File: config.mk
export PLATFORM = sky130hd
export DESIGN_NAME = eropt_top
export DESIGN_NICKNAME = d
export VERILOG_FILES = /design/src/common/eropt_pkg.sv /design/src/hdl/eropt_sync.sv /design/src/hdl/eropt_apb_regs.sv /design/src/hdl/eropt_top.sv
export SDC_FILE = /design/constraint.sdc
export NUM_CORES = 1
export LEC_CHECK = 0
export BUFFER_PORTS_ARGS = -buffer_cell sky130_fd_sc_hd__buf_2
export CAP_MARGIN = 10
export CORE_MARGIN = 2
export CORE_UTILIZATION = 60
export DETAILED_ROUTE_END_ITERATION = 16
export PLACE_DENSITY = 0.92
export SLEW_MARGIN = 20
export SYNTH_ARGS = -nofsm -noshare
export SYNTH_HDL_FRONTEND = slang
export SYNTH_SLANG_ARGS = --single-unit
File: constraint.sdc
create_clock -name clk -period 5.15 [get_ports clk]
set_input_delay 0.515 -clock clk [delete_from_list [all_inputs] [get_ports clk]]
set_output_delay 0.515 -clock clk [all_outputs]
set_load 0.03 [all_outputs]
File: src/common/eropt_pkg.sv
// eropt_pkg: constants of the E1 receive output port.
// Assumes a 100 MHz system clock and an APB register bus with 32-bit data.
//
// Overview of operation
// Data-link pins carry serial data and clock only with HDLC off or fractional mode.
// Extracted data link comes from timeslot 16 or any chosen national bits.
// Serial data-link output changes only on the falling edge of its clock.
// Outside logic samples data-link data on the rising edge of its clock.
// With HDLC enabled, the interrupt pin rises on any receiver status change.
// With HDLC enabled, message-end pin rises on last byte read or FIFO overrun.
// Single-rail PCM output carries the stream after elastic store and signaling extractor.
// Elastic store used, not line timed: PCM changes on backplane clock falling edge.
// Store bypassed or line timed: PCM changes on recovered clock falling edge.
// Dual-rail positive output presents positive line pulses in NRZ form.
// Positive-rail output changes only on the recovered clock falling edge.
// Multiplex enable low interleaves all four PCM and signaling streams at 16.384 Mbit/s.
// Multiplex frame pulse is valid at and sampled on the multiplex clock rising edge.
// Multiplexed data changes only on the multiplex clock falling edge.
// Multiplex enable high: each stream on its own pin, multiplexed output unused.
// Signaling output carries extracted bits in positions 5 to 8, channel aligned.
// Negative-rail output presents negative pulses in NRZ, changing on recovered clock fall.
// Multiplexed output emits channels in ascending order, channel 1 first at frame pulse.
`default_nettype none
package eropt_pkg;
    localparam int NCH = 4;
    localparam int AW = 8;
    // Register byte offsets
    localparam logic [7:0] REG_CTRL = 8'h00;
    localparam logic [7:0] REG_SA = 8'h04;
    localparam logic [7:0] REG_STAT = 8'h08;
    localparam logic [7:0] REG_MASK = 8'h0C;
    localparam logic [7:0] REG_STATE = 8'h10;
    // Control field positions, four bits per channel group
    localparam int CTRL_HDLC_EN = 0;
    localparam int CTRL_FRAC_EN = 4;
    localparam int CTRL_BYPASS = 8;
    localparam int CTRL_TS16 = 12;
    localparam int CTRL_LINE_TIMED = 16;
    localparam int CTRL_DUAL = 17;
    localparam int SA_STRIDE = 8;
    localparam int STAT_IRQ = 0;
    localparam int STAT_EOM = 4;
    // Reset values and writable bits
    localparam logic [31:0] CTRL_RST = 32'h00000000;
    localparam logic [31:0] SA_RST = 32'h00000000;
    localparam logic [7:0] MASK_RST = 8'h00;
    localparam logic [31:0] CTRL_WMASK = 32'h0003FFFF;
    localparam logic [31:0] SA_WMASK = 32'h1F1F1F1F;
    localparam logic [3:0] DLCLK_RST = 4'hF;
    // Frame positions
    localparam logic [4:0] TS_DLINK = 5'h10;
    localparam logic [2:0] SA_FIRST_BIT = 3'h3;
    // Synchroniser vector layout
    localparam int SYNC_W = 8;
    localparam int SY_BP = 4;
    localparam int SY_MCLK = 5;
    localparam int SY_MFP = 6;
    localparam int SY_MUX_ENABLE_N = 7;
endpackage : eropt_pkg
`default_nettype wire

File: src/hdl/eropt_sync.sv
// eropt_sync: two-flop synchronisers with edge detection.
// Assumes inputs from pins or foreign clocks, much slower than clk.
`timescale 1ns/1ns
`default_nettype none
module eropt_sync #(
    parameter int W = 1
)
(
    // Clock and reset
    input wire logic clk,
    input wire logic arst_n,
    // Raw and synchronised signals
    input wire logic [W-1:0] din,
    output logic [W-1:0] lvl,
    output logic [W-1:0] rise,
    output logic [W-1:0] fall
);
    typedef struct packed {
        logic [W-1:0] meta;
        logic [W-1:0] stab;
        logic [W-1:0] prev;
    } eropt_sync_s;
    eropt_sync_s s_q;
    eropt_sync_s s_d;

    always_comb
    begin
        s_d.meta = din;
        s_d.stab = s_q.meta;
        s_d.prev = s_q.stab;
    end

    always_ff @(posedge clk or negedge arst_n)
    begin
        if (!arst_n)
            s_q <= '0;
        else
            s_q <= s_d;
    end

    assign lvl = s_q.stab;
    assign rise = s_q.stab & ~s_q.prev;
    assign fall = ~s_q.stab & s_q.prev;
endmodule : eropt_sync
`default_nettype wire

File: src/hdl/eropt_apb_regs.sv
// eropt_apb_regs: APB register file with sticky status and interrupt.
// Assumes an APB master; no wait states, data registered in setup.
`timescale 1ns/1ns
`default_nettype none
module eropt_apb_regs
(
    // Clock and reset
    input wire logic clk,
    input wire logic arst_n,
    // APB slave
    input wire logic psel,
    input wire logic penable,
    input wire logic pwrite,
    input wire logic [eropt_pkg::AW-1:0] paddr,
    input wire logic [31:0] pwdata,
    output logic [31:0] prdata,
    output logic pready,
    output logic pslverr,
    // Block side
    input wire logic [7:0] set_ev,
    input wire logic [31:0] state_in,
    output logic [31:0] ctrl,
    output logic [31:0] sa,
    output logic [7:0] stat,
    output logic irq
);
    import eropt_pkg::*;
    typedef struct packed {
        logic [31:0] ctrl;
        logic [31:0] sa;
        logic [7:0] mask;
        logic [7:0] stat;
        logic [31:0] rdata;
        logic rdy;
        logic err;
        logic irq;
    } eropt_apb_s;
    eropt_apb_s s_q;
    eropt_apb_s s_d;
    logic [7:0] clr;

    always_comb
    begin
        s_d = s_q;
        clr = 8'h00;
        s_d.rdy = psel & ~penable;
        if (psel & ~penable)
        begin
            s_d.err = 1'b0;
            case (paddr)
                REG_CTRL: s_d.rdata = s_q.ctrl;
                REG_SA: s_d.rdata = s_q.sa;
                REG_STAT: s_d.rdata = {24'h000000, s_q.stat};
                REG_MASK: s_d.rdata = {24'h000000, s_q.mask};
                REG_STATE: s_d.rdata = state_in;
                default:
                begin
                    s_d.rdata = 32'h00000000;
                    s_d.err = 1'b1;
                end
            endcase
        end
        if (psel & penable & s_q.rdy)
        begin
            if (pwrite & ~s_q.err)
            begin
                case (paddr)
                    REG_CTRL: s_d.ctrl = pwdata & CTRL_WMASK;
                    REG_SA: s_d.sa = pwdata & SA_WMASK;
                    REG_MASK: s_d.mask = pwdata[7:0];
                    default: ;
                endcase
            end
            // Only bits seen by the read are cleared
            if (~pwrite & (paddr == REG_STAT))
                clr = s_q.rdata[7:0];
        end
        // New events win over the read clear
        s_d.stat = (s_q.stat & ~clr) | set_ev;
        s_d.irq = |(s_d.stat & s_d.mask);
    end

    always_ff @(posedge clk or negedge arst_n)
    begin
        if (!arst_n)
        begin
            s_q <= '0;
            s_q.ctrl <= CTRL_RST;
            s_q.sa <= SA_RST;
            s_q.mask <= MASK_RST;
        end
        else
            s_q <= s_d;
    end

    assign prdata = s_q.rdata;
    assign pready = s_q.rdy;
    assign pslverr = s_q.err;
    assign ctrl = s_q.ctrl;
    assign sa = s_q.sa;
    assign stat = s_q.stat;
    assign irq = s_q.irq;
endmodule : eropt_apb_regs
`default_nettype wire

File: src/hdl/eropt_top.sv
// eropt_top: receive output port of a four-channel E1 framer.
// Assumes framer, elastic store and HDLC receiver on clk; their streams
// hold each bit until the next falling edge of the clock that times them.
`timescale 1ns/1ns
`default_nettype none
module eropt_top
(
    // Clock and reset
    input wire logic clk,
    input wire logic arst_n,
    // APB slave
    input wire logic psel,
    input wire logic penable,
    input wire logic pwrite,
    input wire logic [eropt_pkg::AW-1:0] paddr,
    input wire logic [31:0] pwdata,
    output logic [31:0] prdata,
    output logic pready,
    output logic pslverr,
    output logic irq,
    // Clock and frame pins
    input wire logic [eropt_pkg::NCH-1:0] recovered_rx_clock,
    input wire logic bp_clock,
    input wire logic mux_clock,
    input wire logic mux_frame_pulse_in,
    input wire logic mux_enable_n,
    // Line-timed streams
    input wire logic [eropt_pkg::NCH-1:0] line_pcm,
    input wire logic [eropt_pkg::NCH-1:0] line_pos,
    input wire logic [eropt_pkg::NCH-1:0] line_neg,
    input wire logic [eropt_pkg::NCH-1:0] line_fsync,
    input wire logic [eropt_pkg::NCH-1:0] line_nfas,
    // Backplane-timed streams
    input wire logic [eropt_pkg::NCH-1:0] es_pcm,
    input wire logic [eropt_pkg::NCH-1:0] es_fsync,
    input wire logic [eropt_pkg::NCH-1:0][3:0] sig_abcd,
    // HDLC receiver events
    input wire logic [eropt_pkg::NCH-1:0] hdlc_event,
    input wire logic [eropt_pkg::NCH-1:0] hdlc_last_read,
    input wire logic [eropt_pkg::NCH-1:0] hdlc_overrun,
    // Data-link pins
    output logic [eropt_pkg::NCH-1:0] dlink_serial_out,
    output logic [eropt_pkg::NCH-1:0] dlink_clock_out,
    // Backplane pins
    output logic [eropt_pkg::NCH-1:0] bp_rx_pcm,
    output logic [eropt_pkg::NCH-1:0] bp_rx_signaling,
    output logic [eropt_pkg::NCH-1:0] bp_rx_pos_rail,
    output logic [eropt_pkg::NCH-1:0] bp_rx_neg_rail,
    output logic mux_rx_data
);
    import eropt_pkg::*;

    // =========================================================
    // State
    typedef struct packed {
        logic [NCH-1:0] pcm;
        logic [NCH-1:0] sig;
        logic [NCH-1:0] pos;
        logic [NCH-1:0] neg;
        logic [NCH-1:0] dl_dat;
        logic [NCH-1:0] dl_clk;
        logic [NCH-1:0] pin_sig;
        logic [NCH-1:0] pin_clk;
        logic [NCH-1:0][2:0] scnt;
        logic [NCH-1:0][7:0] lcnt;
        logic [2:0] slot;
        logic fp_seen;
        logic mux_dat;
    } eropt_top_s;
    eropt_top_s s_q;
    eropt_top_s s_d;

    logic [SYNC_W-1:0] pin_lvl;
    logic [SYNC_W-1:0] pin_rise;
    logic [SYNC_W-1:0] pin_fall;
    logic [NCH-1:0] rx_rise;
    logic [NCH-1:0] rx_fall;
    logic bp_fall;
    logic mux_rise;
    logic mux_fall;
    logic [31:0] ctrl;
    logic [31:0] sa;
    logic [7:0] stat;
    logic [31:0] state_rd;
    logic [7:0] set_ev;
    logic [NCH-1:0] hdlc_en;
    logic [NCH-1:0] frac_en;
    logic [NCH-1:0] bypass;
    logic [NCH-1:0] ts16_sel;
    logic [NCH-1:0] raw;
    logic [NCH-1:0] lt;
    logic line_timed_out_sel;
    logic dual_rail;
    logic [7:0] nl;
    logic [2:0] ns;
    logic [2:0] nslot;
    logic [4:0] saf;
    logic sel;
    logic adv;
    logic fs;
    logic dat;

    // =========================================================
    // Synchronisers and registers
    eropt_sync #(.W(SYNC_W)) u_sync (
        .clk(clk),
        .arst_n(arst_n),
        .din({mux_enable_n, mux_frame_pulse_in, mux_clock, bp_clock, recovered_rx_clock}),
        .lvl(pin_lvl),
        .rise(pin_rise),
        .fall(pin_fall)
    );

    assign rx_rise = pin_rise[NCH-1:0];
    assign rx_fall = pin_fall[NCH-1:0];
    assign bp_fall = pin_fall[SY_BP];
    assign mux_rise = pin_rise[SY_MCLK];
    assign mux_fall = pin_fall[SY_MCLK];

    assign hdlc_en = ctrl[CTRL_HDLC_EN +: NCH];
    assign frac_en = ctrl[CTRL_FRAC_EN +: NCH];
    assign bypass = ctrl[CTRL_BYPASS +: NCH];
    assign ts16_sel = ctrl[CTRL_TS16 +: NCH];
    assign line_timed_out_sel = ctrl[CTRL_LINE_TIMED];
    assign dual_rail = ctrl[CTRL_DUAL];
    assign raw = ~hdlc_en | frac_en;
    assign lt = bypass | {NCH{line_timed_out_sel}};
    // receiver status events
    // message end events
    assign set_ev = {(hdlc_last_read | hdlc_overrun) & hdlc_en, hdlc_event & hdlc_en};
    assign state_rd = {23'h000000, s_q.slot, pin_lvl[SY_MUX_ENABLE_N], raw, dual_rail};

    eropt_apb_regs u_regs (
        .clk(clk),
        .arst_n(arst_n),
        .psel(psel),
        .penable(penable),
        .pwrite(pwrite),
        .paddr(paddr),
        .pwdata(pwdata),
        .prdata(prdata),
        .pready(pready),
        .pslverr(pslverr),
        .set_ev(set_ev),
        .state_in(state_rd),
        .ctrl(ctrl),
        .sa(sa),
        .stat(stat),
        .irq(irq)
    );

    // =========================================================
    // Per-channel output logic
    always_comb
    begin
        s_d = s_q;
        nl = 8'h00;
        ns = 3'h0;
        nslot = 3'h0;
        saf = 5'h00;
        sel = 1'b0;
        adv = 1'b0;
        fs = 1'b0;
        dat = 1'b0;
        for (int ch = 0; ch < NCH; ch++)
        begin
            // Line-timed bit position, 256 bits a frame
            nl = line_fsync[ch] ? 8'h00 : s_q.lcnt[ch] + 8'h01;
            saf = sa[ch * SA_STRIDE +: 5];
            // link bit select
            if (ts16_sel[ch])
                sel = (nl[7:3] == TS_DLINK);
            else
                sel = line_nfas[ch] & (nl[7:3] == 5'h00) & (nl[2:0] >= SA_FIRST_BIT)
                    & saf[nl[2:0] - SA_FIRST_BIT];
            if (rx_fall[ch])
            begin
                s_d.lcnt[ch] = nl;
                // data with clock fall
                if (sel)
                begin
                    s_d.dl_dat[ch] = line_pcm[ch];
                    s_d.dl_clk[ch] = 1'b0;
                end
                // positive rail NRZ
                // recovered clock fall
                s_d.pos[ch] = dual_rail & line_pos[ch];
                // negative rail NRZ
                s_d.neg[ch] = dual_rail & line_neg[ch];
            end
            // rising sample edge
            if (rx_rise[ch])
                s_d.dl_clk[ch] = 1'b1;
            // backplane timing
            // line timing
            adv = lt[ch] ? rx_fall[ch] : bp_fall;
            fs = lt[ch] ? line_fsync[ch] : es_fsync[ch];
            dat = lt[ch] ? line_pcm[ch] : es_pcm[ch];
            if (adv)
            begin
                ns = fs ? 3'h0 : s_q.scnt[ch] + 3'h1;
                s_d.scnt[ch] = ns;
                // stored extracted stream
                s_d.pcm[ch] = ~dual_rail & dat;
                // bits five to eight
                s_d.sig[ch] = ~dual_rail & ns[2] & sig_abcd[ch][~ns[1:0]];
            end
            // pin sharing
            s_d.pin_sig[ch] = raw[ch] ? s_d.dl_dat[ch] : stat[STAT_IRQ + ch];
            s_d.pin_clk[ch] = raw[ch] ? s_d.dl_clk[ch] : stat[STAT_EOM + ch];
        end
        // frame pulse capture
        if (mux_rise & pin_lvl[SY_MFP])
            s_d.fp_seen = 1'b1;
        // falling edge update
        if (mux_fall)
        begin
            // ascending channel order
            nslot = s_q.fp_seen ? 3'h0 : s_q.slot + 3'h1;
            s_d.slot = nslot;
            s_d.fp_seen = 1'b0;
            // interleave when enabled
            // idle when disabled
            if (pin_lvl[SY_MUX_ENABLE_N])
                s_d.mux_dat = 1'b0;
            else
                s_d.mux_dat = nslot[0] ? s_q.sig[nslot[2:1]] : s_q.pcm[nslot[2:1]];
        end
    end

    always_ff @(posedge clk or negedge arst_n)
    begin
        if (!arst_n)
        begin
            s_q <= '0;
            s_q.dl_clk <= DLCLK_RST;
            s_q.pin_clk <= DLCLK_RST;
        end
        else
            s_q <= s_d;
    end

    assign dlink_serial_out = s_q.pin_sig;
    assign dlink_clock_out = s_q.pin_clk;
    assign bp_rx_pcm = s_q.pcm;
    assign bp_rx_signaling = s_q.sig;
    assign bp_rx_pos_rail = s_q.pos;
    assign bp_rx_neg_rail = s_q.neg;
    assign mux_rx_data = s_q.mux_dat;
endmodule : eropt_top
`default_nettype wire

* After elaboration in Yosys (flattened, before gate mapping)
Cells that the tools add are included.
** Cells by class
- Add/sub/neg operators :: 13
- Order comparisons :: 13
- Equal/unequal tests :: 8
- Multiplexer cells :: 84
- Bitwise gates (word level) :: 60
- Reductions and logical operators :: 10
** Operators by type and width (number)
- $pmux 29 s5 :: 1
- $mux 8 :: 9
- $mux 1 :: 58
- $and 1x1->1 :: 38
- $add 8x1->8 const B :: 4
- $eq 5x5->1 const B :: 4
- $logic_not 5->1 :: 4
- $and 8x8->8 :: 2
- $eq 8x4->1 const B :: 2
- $lt 3x4->1 const B :: 4
- $add 3x1->3 const B :: 5
- $lt 2x3->1 const B :: 5
- $mux 3 :: 5
- $and 6x6->6 :: 2
- $bmux 1 s2 :: 6
- $bmux 1 s3 :: 4
- $ge 3x2->1 const B :: 4
- $not 6->6 :: 2
- $or 4x4->4 :: 3
- $sub 3x2->3 const B :: 4
- $and 4x4->4 :: 2
- $eq 8x3->1 const B :: 1
- $eq 8x5->1 const B :: 1
- $logic_not 8->1 :: 1
- other kinds (10) :: 17
** Storage, ports and cells
- Register bits after elaboration :: 192
- Input port bits :: 109
- Output and inout port bits :: 60
- Logic and storage cells :: 230

* Depth between registers and ports, before layout
- Depth after elaboration :: 11
- Depth in mapped cells :: 10
- Gate-level depth less buffers :: 10

* Hierarchy
Synthesis repeated with hierarchy kept, for this count alone.
** Second synthesis, totals
- Cell total of the unflattened synthesis :: 1018
- Area total of the unflattened synthesis :: 10468.8 µm²
** Modules (own cells, without submodules)
- eropt_top :: times used 1, cells each 555, area an instance 5078.6 µm², seq. area each 2037.0 µm²
- eropt_apb_regs :: times used 1, cells each 415, area an instance 4589.4 µm², seq. area each 2227.1 µm²
- eropt_sync :: times used 1, cells each 48, area an instance 800.8 µm², seq. area each 600.6 µm²

* Worst setup path after synthesis
Ideal clock, no wire load.
- Path type :: input -> register
- Start point :: input port line_fsync[0] (netlist name)
- End point :: register s_q[61] (netlist name)
- Library setup time :: 0.120 ns
- Data arrival time :: 2.606 ns
- Required time :: 5.030 ns
- Setup slack :: 2.424 ns
- Cell stages on the path :: 9
- Path buffers :: 1
- Cell sequence :: clkbuf_1 nor2b_1 ha_1 or4b_1 a2111oi_0 o21ai_1 mux2i_4 a21boi_0 a31o_2
** RTL lines
- start, declared :: RTL line eropt_top.sv:31 : input wire logic [eropt_pkg::NCH-1:0] line_fsync,
- end, declared :: RTL line eropt_top.sv:70 : eropt_top_s s_q;

==> impl_metrics.env <==
export IMPL_status="finished clean"
export IMPL_max_cap_violations=0
export IMPL_gp_congestion=0.8356
export IMPL_drt_wl_total_mm=22.44
export IMPL_seq_area_frac_synth=0.4912
export IMPL_hold_viol=0
export IMPL_end_kind="flop"
export IMPL_final_cell_mix="dfrtp_1, buf_2, nand2_1"
export IMPL_crit_path_max_incr_delay_ns=0.52
export IMPL_crit_chain="ha_1, nor2b_1, ha_1, ha_1, a21o_1, a2111oi_0, a31o_1, and2b_4, mux2_4"
export IMPL_leakagePower_nw=4.997
export IMPL_clk_pin_slew_ns=0.06
export IMPL_holdCritPathClass="input port to asynchronous set/reset pin"
export IMPL_power_frac_comb=0.159
export IMPL_place_ws_ns=2.086
export IMPL_postCtsResizedCells=0
export IMPL_ys_seq_elements=186
export IMPL_worst_r2r_cell_count=9
export IMPL_synth_edf_count=0
export IMPL_setup_viol=0
export IMPL_antenna_found_initial=2
export IMPL_wl_per_cell_um=18.41
export IMPL_grt_setup_unrepaired="false"
export IMPL_async_flop_share=1.000
export IMPL_die_y_um=129.8
export IMPL_cp_start_kind="flop"
export IMPL_multi_input_area_sq_mm=0.004210
export IMPL_ir_drop_mv=0.2674
export IMPL_die_w_um=129.8
export IMPL_vias=7252
export IMPL_power_share_clock=0.357
export IMPL_slew_headroom=0.3374
export IMPL_clock_fmax_mhz=325.5
export IMPL_crit_fanout=9
export IMPL_clk_latency_ns=0.44
export IMPL_antenna_left=0
export IMPL_yosysWarnings=0
export IMPL_grt_max_degree=113
export IMPL_crit_type="flop to flop"
export IMPL_hpwl_mm=15.73
export IMPL_min_period_over_period=0.5965
export IMPL_register_area_sq_mm=0.004664
export IMPL_arrival_ns=3.39
export IMPL_drive_gt1_frac=0.2913
export IMPL_drc=0
export IMPL_pin_count=169
export IMPL_start_util=0.6200
export IMPL_fin_crit_ns=3.072
export IMPL_seqPwrFrac=0.484
export IMPL_vias_per_cell=5.949
export IMPL_grt_pass1_vias=7011
export IMPL_ctsRootBufferMaster="clkbuf_16"
export IMPL_die_area_sq_mm=0.01685
export IMPL_final_cell_area_sq_mm=0.01063
export IMPL_hold_slack_ns=0.02019
export IMPL_syn_to_final_growth_pct=11.95
export IMPL_rrSetupSlack_ns=2.08
export IMPL_layout_commonest_cell="dfrtp_1"
export IMPL_syn_area_per_cell_sq_um=10.57
export IMPL_first_pass_iters=6
export IMPL_h_tree_depth=4
export IMPL_cp_required_ns=5.47
export IMPL_setup_tns_ns=0
export IMPL_r2r_end="s_q[62]"
export IMPL_synth_cell_types=77
export IMPL_syn_area_sq_mm=0.009495
export IMPL_swShare=0.2786
export IMPL_skew_ns=0.01302
export IMPL_top_usage_layer="met2"
export IMPL_hold_buffers=0
export IMPL_clock_sinks=186
export IMPL_grtUsageMet2=0.4407
export IMPL_cts_setup_buffers=0
export IMPL_crit_path_frequent_cell="ha_1"
export IMPL_portBuffers=156
export IMPL_grtUsageTotal=0.2732
export IMPL_p_sw_mw=0.9771
export IMPL_drt_initial_drc_count=683
export IMPL_use_met1=0.3624
export IMPL_tightest_slew_ns=0.9939
export IMPL_cts_tree="yes"
export IMPL_synthCells=898
export IMPL_worstSetupStartpoint="s_q[13]"
export IMPL_dpl_cell_area_sq_mm=0.01003
export IMPL_grt_use_met3=0.07011
export IMPL_core_area_sq_mm=0.01531
export IMPL_fillers=1118
export IMPL_final_max_slew_viol_count=0
export IMPL_row_count=45
export IMPL_numCtsBuffers=17
export IMPL_synth_ff_type="dfrtp_1"
export IMPL_powerDensity_mw_per_mm2=329.9
export IMPL_fin_nets=1120
export IMPL_crit_slowest_cell="a2111oi_0"
export IMPL_r2r_start="s_q[13]"
export IMPL_p_int_mw=2.529
export IMPL_fin_ws_ns=2.078
export IMPL_overflow=0
export IMPL_clock_path_buffers=2
export IMPL_grt_pass1_wl_mm=35.25
[area by class of cell]
class | count | share of cell area
sequential | 186 | 0.4388
multi-input combinational | 605 | 0.3961
timing repair buffer | 160 | 0.07874
clock buffer | 25 | 0.04661
tap | 211 | 0.02484
inverter | 23 | 0.008121
clock inverter | 7 | 0.006356
antenna | 2 | 0.0004708
[critical path, delay by kind of cell, from the launching register on]
kind                     cells  cell delay, ns
AO/OA/AOI/OAI                3            0.98
flip-flops                   1            0.49
multiplexers                 1            0.29
adder cells (fa/ha/maj)      3            0.77
AND/OR/NAND/NOR              2            0.41
[layer usage]
metal  part of all wire  vias to the layer above
met5                  0                        -
met4              0.024                        0
met3              0.077                       44
met2               0.49                      307
met1               0.41                     3579
li1                   -                     3322
[synth_stat cells (6+ instances only)]
master | count | area share
nor3_1 | 8 | 0.0042
nor2_1 | 33 | 0.013
a21o_1 | 6 | 0.0047
nor2b_1 | 18 | 0.012
dfstp_2 | 8 | 0.022
buf_4 | 56 | 0.044
dfrtp_1 | 178 | 0.47
o31ai_1 | 11 | 0.0087
nand2b_1 | 31 | 0.020
inv_1 | 23 | 0.0091
xor2_1 | 8 | 0.0074
mux2_2 | 61 | 0.072
nand4_1 | 8 | 0.0053
nand3_1 | 17 | 0.0090
a21oi_1 | 21 | 0.011
mux4_2 | 8 | 0.019
mux2i_1 | 25 | 0.026
o21ai_0 | 86 | 0.045
clkbuf_1 | 26 | 0.010
nand2_1 | 120 | 0.047
ha_1 | 18 | 0.024
a22oi_1 | 18 | 0.014
[metrics by stage]
stage | utilization | cells | power, mW
finish | 0.6941 | 1219 | 3.507
global route | 0.6941 | 1219 | 3.669
CTS | 0.6918 | 1216 | 3.514
detailed placement | 0.6551 | 1184 | 2.266
global placement | 0.6551 | 1184 | 2.232
floorplan | - | 903 | 2.097
[cells by family (layout without fill, tap and decap cells)]
group                      Yosys count  after routing  synth area share
AOI/OAI and AO/OA                  200            200            0.1373
xor gates and xnor gates            12             12           0.01107
adders and majority gates           18             18           0.02372
buffers and inverters              112            215           0.06786
DFF                                186            186            0.4912
muxes                               97             97            0.1228
other                                1              8         0.0003949
and+or+nand+nor                    272            272            0.1456
[worst max-delay path by stage]
stage	end	slack (ns)	depth (start not counted)
6_report	s_q[62]	2.08	9
5_1_grt	s_q[61]	1.87	9
4_1_cts	s_q[61]	2.08	9
3_5_place_dp	u_regs.prdata[16]	2.09	7
3_3_place_gp	u_regs.prdata[10]	2.12	7
2_1_floorplan	s_q[61]	2.42	9
[registers in the layout (all words and copies together), names as in the netlist]
name / flops
s_q: 56
u_regs.prdata: 26
u_regs.sa: 20
u_regs.ctrl: 18
u_regs.s_q: 8
u_regs.stat: 8
u_sync.lvl: 8
u_sync.s_d: 8
u_sync.s_q: 6
bp_rx_neg_rail: 4
bp_rx_pcm: 4
bp_rx_pos_rail: 4
bp_rx_signaling: 4
dlink_clock_out: 4
dlink_serial_out: 4
mux_rx_data: 1
u_regs.irq: 1
u_regs.pready: 1
u_regs.pslverr: 1
[power groups by stage]
stage | clock (mW) | combinational [mW] | sequential [mW]
finish | 1.25 | 0.558 | 1.70
global route | 1.34 | 0.623 | 1.71
CTS | 1.26 | 0.557 | 1.69
detailed placement | 0 | 0.548 | 1.72
global placement | 0 | 0.521 | 1.71
floorplan | 0 | 0.419 | 1.68
(Power assumes the default switching activity.)
